File: config.mk
export PLATFORM = sky130hd
export DESIGN_NAME = adcsq_sequencer
export DESIGN_NICKNAME = d
export VERILOG_FILES = /design/src/shared/adcsq_pkg.sv /design/src/verilog/adcsq_sequencer.sv
export SDC_FILE = /design/constraint.sdc
export NUM_CORES = 1
export LEC_CHECK = 0
export ABC_AREA = 0
export BUFFER_PORTS_ARGS = -buffer_cell sky130_fd_sc_hd__buf_2
export CAP_MARGIN = 5
export CELL_PAD_IN_SITES_DETAIL_PLACEMENT = 0
export CELL_PAD_IN_SITES_GLOBAL_PLACEMENT = 1
export CORE_AREA = 2 2 119 150
export CTS_CLUSTER_SIZE = 10
export DETAILED_ROUTE_END_ITERATION = 8
export DIE_AREA = 0 0 121 152
export PLACE_DENSITY = 0.86
export SLEW_MARGIN = 40
export SYNTH_ARGS = -nofsm -noshare
export SYNTH_HDL_FRONTEND = slang
export SYNTH_SLANG_ARGS = --single-unit
File: constraint.sdc
create_clock -name aclk -period 5.4 [get_ports aclk]
set_input_delay 1.62 -clock aclk [delete_from_list [all_inputs] [get_ports aclk]]
set_output_delay 1.62 -clock aclk [all_outputs]
set_load 0.005 [all_outputs]
File: src/shared/adcsq_pkg.sv
// adcsq_pkg: constants and types of the converter sequencer
// assumes a 100 MHz bus clock and an axi4-lite register port
`default_nettype none
package adcsq_pkg;
  localparam int          ADDR_W       = 8;
  localparam int          RES_W        = 10;
  localparam int          SRC_COUNT    = 24;
  // register byte addresses
  localparam logic [7:0]  OFS_CONTROL  = 8'h00;
  localparam logic [7:0]  OFS_TRIGGER  = 8'h04;
  localparam logic [7:0]  OFS_RES_HIGH = 8'h08;
  localparam logic [7:0]  OFS_RES_LOW  = 8'h0C;
  localparam logic [7:0]  OFS_ERROR    = 8'h10;
  localparam logic [7:0]  OFS_CHANNEL  = 8'h14;
  localparam logic [7:0]  OFS_STATUS   = 8'h18;
  localparam logic [7:0]  OFS_ACQ      = 8'h1C;
  // status field positions
  localparam int          ST_DONE_BIT  = 0;
  localparam int          ST_PEND_BIT  = 1;
  localparam int          ST_BUSY_BIT  = 2;
  localparam int          ST_PDWN_BIT  = 3;
  // trigger select codes
  localparam logic [4:0]  TRIG_OFF     = 5'h00;
  localparam logic [4:0]  TRIG_LAST_HW = 5'h18;
  localparam logic [4:0]  TRIG_RD_ERR  = 5'h1C;
  localparam logic [4:0]  TRIG_RD_RESH = 5'h1D;
  localparam logic [4:0]  TRIG_RD_CHAN = 5'h1F;
  // reset values
  localparam logic [4:0]  CONTROL_RST  = 5'h00;
  localparam logic [4:0]  TRIGGER_RST  = 5'h00;
  localparam logic [5:0]  CHANNEL_RST  = 6'h00;
  localparam logic [7:0]  ACQ_RST      = 8'h00;
  localparam logic [9:0]  RESULT_RST   = 10'h000;
  // timing and bus response codes
  localparam int          CLK_MHZ      = 100;
  localparam int          EXTRA_NS     = 40;
  localparam int          EXTRA_CYCLES = (EXTRA_NS * CLK_MHZ + 999) / 1000;
  localparam int          TAD_CYCLES   = 4;
  localparam logic [1:0]  RESP_OKAY    = 2'h0;
  localparam logic [1:0]  RESP_SLVERR  = 2'h2;

  typedef struct packed {
    logic irq_en;
    logic cont;
    logic rc_clk;
    logic go;
    logic on;
  } adcsq_ctrl_t;

  typedef enum logic [1:0] {
    ST_IDLE    = 2'b00,
    ST_DELAY   = 2'b01,
    ST_SAMPLE  = 2'b10,
    ST_CONVERT = 2'b11
  } adcsq_state_t;
endpackage
`default_nettype wire

File: src/verilog/adcsq_sequencer.sv
// adcsq_sequencer: 10-bit sar conversion sequencer with axi4-lite registers
// assumes trigger sources and comparator are asynchronous, sleep is on aclk
`default_nettype none
module adcsq_sequencer #(
  parameter int TAD     = adcsq_pkg::TAD_CYCLES,
  parameter int EXTRA   = adcsq_pkg::EXTRA_CYCLES
) (
  input  wire logic                        aclk,
  input  wire logic                        aresetn,
  input  wire logic [adcsq_pkg::ADDR_W-1:0] awaddr,
  input  wire logic                        awvalid,
  output logic                             awready,
  input  wire logic [31:0]                 wdata,
  input  wire logic [3:0]                  wstrb,
  input  wire logic                        wvalid,
  output logic                             wready,
  output logic [1:0]                       bresp,
  output logic                             bvalid,
  input  wire logic                        bready,
  input  wire logic [adcsq_pkg::ADDR_W-1:0] araddr,
  input  wire logic                        arvalid,
  output logic                             arready,
  output logic [31:0]                      rdata,
  output logic [1:0]                       rresp,
  output logic                             rvalid,
  input  wire logic                        rready,
  input  wire logic [adcsq_pkg::SRC_COUNT-1:0] trig_sources,
  input  wire logic                        device_sleep,
  input  wire logic                        comparator_out,
  output logic                             analog_enable,
  output logic                             sample_hold,
  output logic [adcsq_pkg::RES_W-1:0]      dac_code,
  output logic                             wake_request,
  output logic                             conversion_done_flag,
  output logic                             compute_start
);
  // comparator needs two sync flops plus one cycle inside each bit
  if (TAD < 3 || TAD > 255 || EXTRA < 1 || EXTRA > 255)
    $error("adcsq_sequencer: TAD must be 3 to 255, EXTRA 1 to 255");

  adcsq_pkg::adcsq_ctrl_t  ctrl;
  adcsq_pkg::adcsq_state_t state;
  logic [4:0]  auto_trigger_select;
  logic [5:0]  channel_select;
  logic [7:0]  acquisition_time;
  logic [9:0]  result;
  logic [9:0]  error_value;
  logic [9:0]  sar;
  logic [3:0]  bit_idx;
  logic        last_bit;
  logic [7:0]  cnt;
  logic        pending;
  logic        powered_down;
  logic [adcsq_pkg::SRC_COUNT-1:0] src_s1;
  logic [adcsq_pkg::SRC_COUNT-1:0] src_s2;
  logic        cmp_s1;
  logic        cmp_s2;
  logic        sel_prev;
  logic        read_trig;
  logic        next_go;

  // bus handshakes and decoded strobes
  wire logic wr_fire = awvalid && awready && wvalid && wready;
  wire logic rd_fire = arvalid && arready;
  wire logic wr_ctrl = wr_fire && wstrb[0] && awaddr == adcsq_pkg::OFS_CONTROL;
  wire logic wr_stat = wr_fire && wstrb[0] && awaddr == adcsq_pkg::OFS_STATUS;
  wire logic busy    = state != adcsq_pkg::ST_IDLE;
  wire logic run_ok  = !device_sleep || ctrl.rc_clk;
  wire logic tad_end = cnt == 8'(TAD - 1);
  wire logic done_evt = state == adcsq_pkg::ST_CONVERT && run_ok && tad_end
                        && bit_idx == 4'h0;

  // selected hardware source; codes above 0x18 are not hardware sources
  wire logic hw_valid = auto_trigger_select != adcsq_pkg::TRIG_OFF
                        && auto_trigger_select <= adcsq_pkg::TRIG_LAST_HW;
  wire logic sel_src = hw_valid && src_s2[auto_trigger_select - 5'h01];
  wire logic hw_trig = sel_src && !sel_prev;
  wire logic trig_any = ctrl.on && (hw_trig || read_trig);
  wire logic trig_go  = trig_any && run_ok;
  wire logic launch   = state == adcsq_pkg::ST_IDLE && ctrl.go && ctrl.on
                        && run_ok;
  wire logic abort_evt = busy && !next_go && !done_evt;

  // unresolved bits take the most recent resolved bit
  function automatic logic [9:0] adcsq_fill(input logic [9:0] r,
                                            input logic [3:0] b,
                                            input logic       v);
    logic [9:0] f;
    f = r;
    for (int i = 0; i < 10; i++)
      if (4'(i) <= b)
        f[i] = v;
    return f;
  endfunction

  // two-flop synchronisers
  always_ff @(posedge aclk)
  begin
    if (!aresetn)
    begin
      src_s1 <= '0;
      src_s2 <= '0;
      cmp_s1 <= 1'b0;
      cmp_s2 <= 1'b0;
      sel_prev <= 1'b0;
    end
    else
    begin
      src_s1 <= trig_sources;
      src_s2 <= src_s1;
      cmp_s1 <= comparator_out;
      cmp_s2 <= cmp_s1;
      sel_prev <= sel_src;
    end
  end

  // axi4-lite write channel
  always_ff @(posedge aclk)
  begin
    if (!aresetn)
    begin
      awready <= 1'b0;
      wready  <= 1'b0;
      bvalid  <= 1'b0;
      bresp   <= adcsq_pkg::RESP_OKAY;
    end
    else
    begin
      awready <= !awready && awvalid && wvalid && !bvalid;
      wready  <= !wready && awvalid && wvalid && !bvalid;
      if (wr_fire)
      begin
        bvalid <= 1'b1;
        bresp  <= (awaddr[1:0] == 2'h0 && awaddr <= adcsq_pkg::OFS_ACQ)
                  ? adcsq_pkg::RESP_OKAY : adcsq_pkg::RESP_SLVERR;
      end
      else if (bready)
        bvalid <= 1'b0;
    end
  end

  // axi4-lite read channel; some reads also fire a trigger
  always_ff @(posedge aclk)
  begin
    if (!aresetn)
    begin
      arready   <= 1'b0;
      rvalid    <= 1'b0;
      rdata     <= 32'h0000_0000;
      rresp     <= adcsq_pkg::RESP_OKAY;
      read_trig <= 1'b0;
    end
    else
    begin
      arready   <= !arready && arvalid && !rvalid;
      read_trig <= rd_fire && (
        (araddr == adcsq_pkg::OFS_ERROR
         && auto_trigger_select == adcsq_pkg::TRIG_RD_ERR) ||
        (araddr == adcsq_pkg::OFS_RES_HIGH
         && auto_trigger_select == adcsq_pkg::TRIG_RD_RESH) ||
        (araddr == adcsq_pkg::OFS_CHANNEL
         && auto_trigger_select == adcsq_pkg::TRIG_RD_CHAN));
      if (rd_fire)
      begin
        rvalid <= 1'b1;
        rresp  <= adcsq_pkg::RESP_OKAY;
        unique case (araddr)
          adcsq_pkg::OFS_CONTROL:  rdata <= {27'h0, ctrl};
          adcsq_pkg::OFS_TRIGGER:  rdata <= {27'h0, auto_trigger_select};
          adcsq_pkg::OFS_RES_HIGH: rdata <= {30'h0, result[9:8]};
          adcsq_pkg::OFS_RES_LOW:  rdata <= {24'h0, result[7:0]};
          adcsq_pkg::OFS_ERROR:    rdata <= {22'h0, error_value};
          adcsq_pkg::OFS_CHANNEL:  rdata <= {26'h0, channel_select};
          adcsq_pkg::OFS_STATUS:   rdata <= {28'h0, powered_down, busy,
                                             pending, conversion_done_flag};
          adcsq_pkg::OFS_ACQ:      rdata <= {24'h0, acquisition_time};
          default:
          begin
            rdata <= 32'h0000_0000;
            rresp <= adcsq_pkg::RESP_SLVERR;
          end
        endcase
      end
      else if (rready)
        rvalid <= 1'b0;
    end
  end

  // go bit: hardware clear, software write, trigger set wins
  always_comb
  begin
    next_go = ctrl.go;
    if (done_evt && !ctrl.cont)
      next_go = 1'b0;
    if (wr_ctrl)
      next_go = wdata[1] && wdata[0];
    if (trig_go || (pending && !device_sleep && ctrl.on))
      next_go = 1'b1;
  end

  // software registers
  always_ff @(posedge aclk)
  begin
    if (!aresetn)
    begin
      ctrl                <= adcsq_pkg::CONTROL_RST;
      auto_trigger_select <= adcsq_pkg::TRIGGER_RST;
      channel_select      <= adcsq_pkg::CHANNEL_RST;
      acquisition_time    <= adcsq_pkg::ACQ_RST;
    end
    else
    begin
      if (wr_ctrl)
        ctrl <= wdata[4:0];
      ctrl.go <= next_go;
      if (wr_fire && wstrb[0] && awaddr == adcsq_pkg::OFS_TRIGGER)
        auto_trigger_select <= wdata[4:0];
      if (wr_fire && wstrb[0] && awaddr == adcsq_pkg::OFS_CHANNEL)
        channel_select <= wdata[5:0];
      if (wr_fire && wstrb[0] && awaddr == adcsq_pkg::OFS_ACQ)
        acquisition_time <= wdata[7:0];
    end
  end

  // pending trigger while asleep on the system clock
  always_ff @(posedge aclk)
  begin
    if (!aresetn)
      pending <= 1'b0;
    else if (trig_any && !run_ok)
      pending <= 1'b1;
    else if (!device_sleep || !ctrl.on)
      pending <= 1'b0;
  end

  // conversion engine
  always_ff @(posedge aclk)
  begin
    if (!aresetn)
    begin
      state    <= adcsq_pkg::ST_IDLE;
      cnt      <= 8'h00;
      sar      <= 10'h000;
      bit_idx  <= 4'h9;
      last_bit <= 1'b0;
      dac_code <= 10'h000;
    end
    else if (abort_evt)
      state <= adcsq_pkg::ST_IDLE;
    else if (run_ok)
    begin
      cnt <= cnt + 8'h01;
      unique case (state)
        adcsq_pkg::ST_IDLE:
        begin
          cnt <= 8'h00;
          if (launch)
            state <= ctrl.rc_clk ? adcsq_pkg::ST_DELAY
                                 : adcsq_pkg::ST_SAMPLE;
        end
        adcsq_pkg::ST_DELAY:
          if (cnt == 8'(EXTRA - 1))
          begin
            cnt   <= 8'h00;
            state <= adcsq_pkg::ST_SAMPLE;
          end
        adcsq_pkg::ST_SAMPLE:
          if (tad_end)
          begin
            cnt      <= 8'h00;
            sar      <= 10'h000;
            bit_idx  <= 4'h9;
            last_bit <= 1'b0;
            dac_code <= 10'h200;
            state    <= adcsq_pkg::ST_CONVERT;
          end
        adcsq_pkg::ST_CONVERT:
          if (tad_end)
          begin
            cnt      <= 8'h00;
            sar[bit_idx] <= cmp_s2;
            last_bit <= cmp_s2;
            dac_code[bit_idx] <= cmp_s2;
            if (bit_idx == 4'h0)
              state <= adcsq_pkg::ST_IDLE;
            else
            begin
              bit_idx <= bit_idx - 4'h1;
              dac_code[bit_idx - 4'h1] <= 1'b1;
            end
          end
      endcase
    end
  end

  // results, flag, computation start and sleep handling
  always_ff @(posedge aclk)
  begin
    if (!aresetn)
    begin
      result               <= adcsq_pkg::RESULT_RST;
      error_value          <= adcsq_pkg::RESULT_RST;
      conversion_done_flag <= 1'b0;
      compute_start        <= 1'b0;
      wake_request         <= 1'b0;
      powered_down         <= 1'b0;
      analog_enable        <= 1'b0;
      sample_hold          <= 1'b0;
    end
    else
    begin
      compute_start <= done_evt || abort_evt;
      wake_request  <= done_evt && device_sleep && ctrl.irq_en;
      if (done_evt)
        result <= {sar[9:1], cmp_s2};
      else if (abort_evt)
        result <= (state == adcsq_pkg::ST_CONVERT)
                  ? adcsq_fill(sar, bit_idx, last_bit)
                  : 10'h000;
      if (compute_start)
        error_value <= result - error_value;
      conversion_done_flag <= done_evt
        || (conversion_done_flag
            && !(wr_stat && wdata[adcsq_pkg::ST_DONE_BIT]));
      if (done_evt && device_sleep && !ctrl.irq_en)
        powered_down <= 1'b1;
      else if (!device_sleep || launch)
        powered_down <= 1'b0;
      analog_enable <= ctrl.on && !powered_down
                       && !(done_evt && device_sleep && !ctrl.irq_en);
      // the hold capacitor is only connected, never discharged
      sample_hold <= state == adcsq_pkg::ST_SAMPLE;
    end
  end

  a_abort_to_idle: assert property (@(posedge aclk) disable iff (!aresetn)
    abort_evt |=> state == adcsq_pkg::ST_IDLE && !ctrl.go && compute_start)
    else $error("abort did not end the conversion");
  a_abort_fill_bits: assert property (@(posedge aclk) disable iff (!aresetn)
    (abort_evt && state == adcsq_pkg::ST_CONVERT)
    |=> result[0] == $past(last_bit))
    else $error("unresolved bits not filled");
  a_abort_compute: assert property (@(posedge aclk) disable iff (!aresetn)
    abort_evt |=> compute_start ##1 !compute_start)
    else $error("abort missed computation start");
  a_sleep_no_start: assert property (@(posedge aclk) disable iff (!aresetn)
    (state == adcsq_pkg::ST_IDLE && device_sleep && !ctrl.rc_clk)
    |=> state == adcsq_pkg::ST_IDLE)
    else $error("conversion started in sleep");
  a_rc_extra_wait: assert property (@(posedge aclk) disable iff (!aresetn)
    (launch && ctrl.rc_clk && !abort_evt) |=> state == adcsq_pkg::ST_DELAY)
    else $error("rc start not delayed");
  a_sleep_wake: assert property (@(posedge aclk) disable iff (!aresetn)
    (done_evt && device_sleep && ctrl.irq_en) |=> wake_request && analog_enable)
    else $error("no wake on completion");
  a_sleep_pdown: assert property (@(posedge aclk) disable iff (!aresetn)
    (done_evt && device_sleep && !ctrl.irq_en && !wr_ctrl)
    |=> !analog_enable && powered_down && ctrl.on)
    else $error("no power down after sleep conversion");
  a_trig_pending: assert property (@(posedge aclk) disable iff (!aresetn)
    (trig_any && !run_ok) |=> pending && state == adcsq_pkg::ST_IDLE)
    else $error("sleep trigger not held pending");
  a_done_clears_go: assert property (@(posedge aclk) disable iff (!aresetn)
    (done_evt && !ctrl.cont && !wr_ctrl && !trig_go && !pending)
    |=> !ctrl.go && conversion_done_flag)
    else $error("completion handling wrong");
  a_trig_disabled: assert property (@(posedge aclk) disable iff (!aresetn)
    auto_trigger_select == adcsq_pkg::TRIG_OFF |-> !hw_trig && !read_trig)
    else $error("trigger while disabled");
endmodule
`default_nettype wire
==> flow_metrics.env <==
export IMPL_reg2regPathDepth=9
export IMPL_synth_cell_types=71
export IMPL_syn_area_per_cell_um2=8.98
export IMPL_synthAdderAreaFrac_pct=4.24
export IMPL_post_dp_hpwl_um=12700
export IMPL_fp_dieH_um=152
export IMPL_drt_iter0_markers=344
export IMPL_async_reset_ff_share_pct=0
export IMPL_ant_nets=0
export IMPL_worst_pin_slew_ns=0.796
export IMPL_wl_met1_um=7610
export IMPL_areaGrowthSynthToFinish_pct=15.4
export IMPL_cp_depth=8
export IMPL_rr_endpoint="result[4]"
export IMPL_irDropWorstVdd_v=0.000269
export IMPL_nFillCells=1616
export IMPL_synth_top_family_by_area="simple AND/OR/NAND/NOR gates"
export IMPL_cts_root_buffer="clkbuf_16"
export IMPL_clk_latency_ns=0.43
export IMPL_finalMaxSlewViolations=0
export IMPL_die_area_um2=18400
export IMPL_switchingPower_uw=574
export IMPL_wl_met2_um=9010
export IMPL_finalSetupViolations=0
export IMPL_crit_type="in -> reg"
export IMPL_cts_max_level=4
export IMPL_worstPathArrival_ns=4.23
export IMPL_yosys_area_share_simple_pct=21.9
export IMPL_synth_most_common_cell="dfxtp_1"
export IMPL_clockBufferDepth=2
export IMPL_yosysTopAreaCellShare_pct=40.8
export IMPL_fmax_mhz=256
export IMPL_cp_num_buf_inv=1
export IMPL_viasPerCell=5.46
export IMPL_endpoint_kind="flip-flop"
export IMPL_yosys_area_top_type="dfxtp_1"
export IMPL_crit_required_ns=5.72
export IMPL_dr_total_vias=6287
export IMPL_maxCapViolCount=0
export IMPL_diodes=0
export IMPL_die_w_um=121
export IMPL_yosys_most_used_dff="dfxtp_1"
export IMPL_clock_sinks=154
export IMPL_clkPwrFrac_pct=50.7
export IMPL_io_pins=141
export IMPL_crit_path_end="cnt[7]"
export IMPL_startpoint="awaddr[0]"
export IMPL_cts_buffers_inserted=17
export IMPL_r2r_start="auto_trigger_select[0]"
export IMPL_initial_utilization_pct=44.2
export IMPL_skew_ns=0.0111
export IMPL_total_leakage_power_uw=0.00348
export IMPL_grt_max_degree=66
export IMPL_synth_yosys_seq_area_share_pct=40.8
export IMPL_synth_seq_cells=154
export IMPL_cpMaxStageDelayCell="nor4_4"
export IMPL_synth_common_cells="154 x dfxtp_1, 72 x nand2_1, 68 x nor2_1, 59 x and2_1, 44 x mux2i_1"
export IMPL_yosys_top_cells_area="dfxtp_1 41%, mux2i_1 5.8%, and2_1 4.9%"
export IMPL_tritoncts="yes"
export IMPL_drive_above_1_share_pct=16.9
export IMPL_syn_inst=840
export IMPL_synthMuxAreaShare_pct=7.92
export IMPL_multi_input_area_um2=4090
export IMPL_critPathMaxFanout=10
export IMPL_outcome="finished clean"
export IMPL_grt_pass1_wl_um=29000
export IMPL_seqPwrFrac_pct=46.0
export IMPL_path_cells="buf_2, or4_4, nor4_4, a311oi_1, a41oi_1, a21o_1, nand2_1, o41ai_1"
export IMPL_place_congestion=0.842
export IMPL_start_kind="input port"
export IMPL_dr_wl_met3_um=855
export IMPL_p_per_area_nw_per_um2=290
export IMPL_overflow=0
export IMPL_grtUsageTotal_pct=19.6
export IMPL_cpPeakStageDelay_ns=0.58
export IMPL_clk_pin_slew_ns=0.06
export IMPL_synth_xor_xnor_area_share_pct=0.580
export IMPL_place_area_um2=8060
export IMPL_timing_final_hold_violations=0
export IMPL_path_delay_family="simple AND/OR/NAND/NOR gates"
export IMPL_min_period_ns=3.91
export IMPL_drt_total_wl_um=17800
export IMPL_yosysWarnings=0
export IMPL_netSwitchingFraction_pct=22.7
export IMPL_grt_pass1_vias=5796
export IMPL_top_layer="met4"
export IMPL_drc_errors=0
export IMPL_ctsHoldBuffers=0
export IMPL_wl_per_cell_um=15.5
export IMPL_share_comb_of_total_power_pct=3.3
export IMPL_antenna_found_initial=0
export IMPL_min_path_type="reg -> reg"
export IMPL_core_um2=17100
export IMPL_port_buffers=89
export IMPL_rsz0062_at_grt="false"
export IMPL_fin_crit_sh_pct=72.4
export IMPL_dr_pass1_iters=5
export IMPL_rows=54
export IMPL_synth_compound_area_share_pct=18.1
export IMPL_tns_ns=0
export IMPL_power_internal_uw=1950
export IMPL_ff_latch_area_um2=3080
export IMPL_nets=1024
export IMPL_post_cts_setup_buffers=0
export IMPL_postLayoutCellArea_um2=8710
export IMPL_rrSetupSlack_ns=1.90
export IMPL_cts_resized=0
export IMPL_syn_area_um2=7550
export IMPL_synth_edf_count=0
export IMPL_max_slew_margin_pct=46.4
==> layer usage <==
layer  vias to the layer above  GRT usage (%)
li1                       3157              -
met1                      2933           24.6
met2                       177           33.6
met3                        20           3.68
met4                         0           6.42
met5                         -              0
==> logic make-up after synthesis <==
kind of cell | Yosys count
muxes | 52
AOI/OAI and AO/OA | 195
DFF | 154
other | 1
xor gates and xnor gates | 5
buffers and inverters | 94
and+or+nand+nor | 314
adders and majority gates | 25
==> worst min-delay path by stage <==
stage                          start          to  slack (ns)  cells past startpoint
after floorplan               cmp_s1      cmp_s2        0.41                      1
after global placement     src_s1[3]   src_s2[3]        0.41                      1
after detailed placement   src_s1[0]   src_s2[0]        0.42                      1
after CTS                 src_s1[22]  src_s2[22]        0.43                      1
after global routing      src_s1[23]  src_s2[23]        0.44                      1
final                     src_s1[23]  src_s2[23]        0.43                      1
==> placed cells by master (no fill, tap or decap), types with 6 or more instances in the layout <==
cell type / instances
nand4_1: 11
a221oi_1: 12
a22oi_1: 16
a31oi_1: 15
o21ai_0: 14
nor4_1: 6
clkbuf_16: 17
nor3b_1: 7
or3_1: 12
nor3_1: 19
conb_1: 24
a211oi_1: 9
and2_1: 59
dfxtp_1: 154
nand3_1: 16
inv_1: 27
o22ai_1: 22
nor2_1: 67
nor2b_1: 9
mux2i_1: 44
nand2_1: 72
buf_4: 9
mux4_2: 6
a21boi_0: 7
buf_2: 89
ha_1: 24
a21oi_1: 42
o21a_1: 12
==> area by class of cell <==
class	instances	share of cell area (%)
well taps	224	3.22
clock inverters	14	2.28
repair buffers	98	5.89
multi-input cells	615	47.0
flip-flops and latches	154	35.4
inverters	28	1.21
clock buffers	18	5.04
==> metrics by stage <==
step	std cells	util (%)	worst slack (ns)	power [uW]	hold slack (ns)
final	1151	51.0	1.49	2530	0.432
after global routing	1151	51.0	1.24	2610	0.439
after CTS	1151	50.9	1.50	2550	0.434
after detailed placement	1119	47.2	1.06	1270	0.418
after global placement	1119	47.1	1.06	1270	0.415
after floorplan	863	-	1.50	1240	0.412
==> power groups by stage <==
stage / clock (uW) / combinational (uW) / sequential [uW]
global route: 1350 / 93.8 / 1160
detailed placement: 0 / 83.2 / 1190
CTS: 1310 / 83.6 / 1160
global placement: 0 / 83.1 / 1190
finish: 1280 / 83.7 / 1160
floorplan: 0 / 59.2 / 1190
==> state kept, by name, summed over array words and instances (netlist names), 6 cells and up <==
register          flops
src_s1               24
src_s2               24
dac_code             10
error_value          10
rdata                10
result               10
sar                   9
acquisition_time      8
cnt                   8
channel_select        6
No activity file was read; power rests on OpenSTA's default activity.
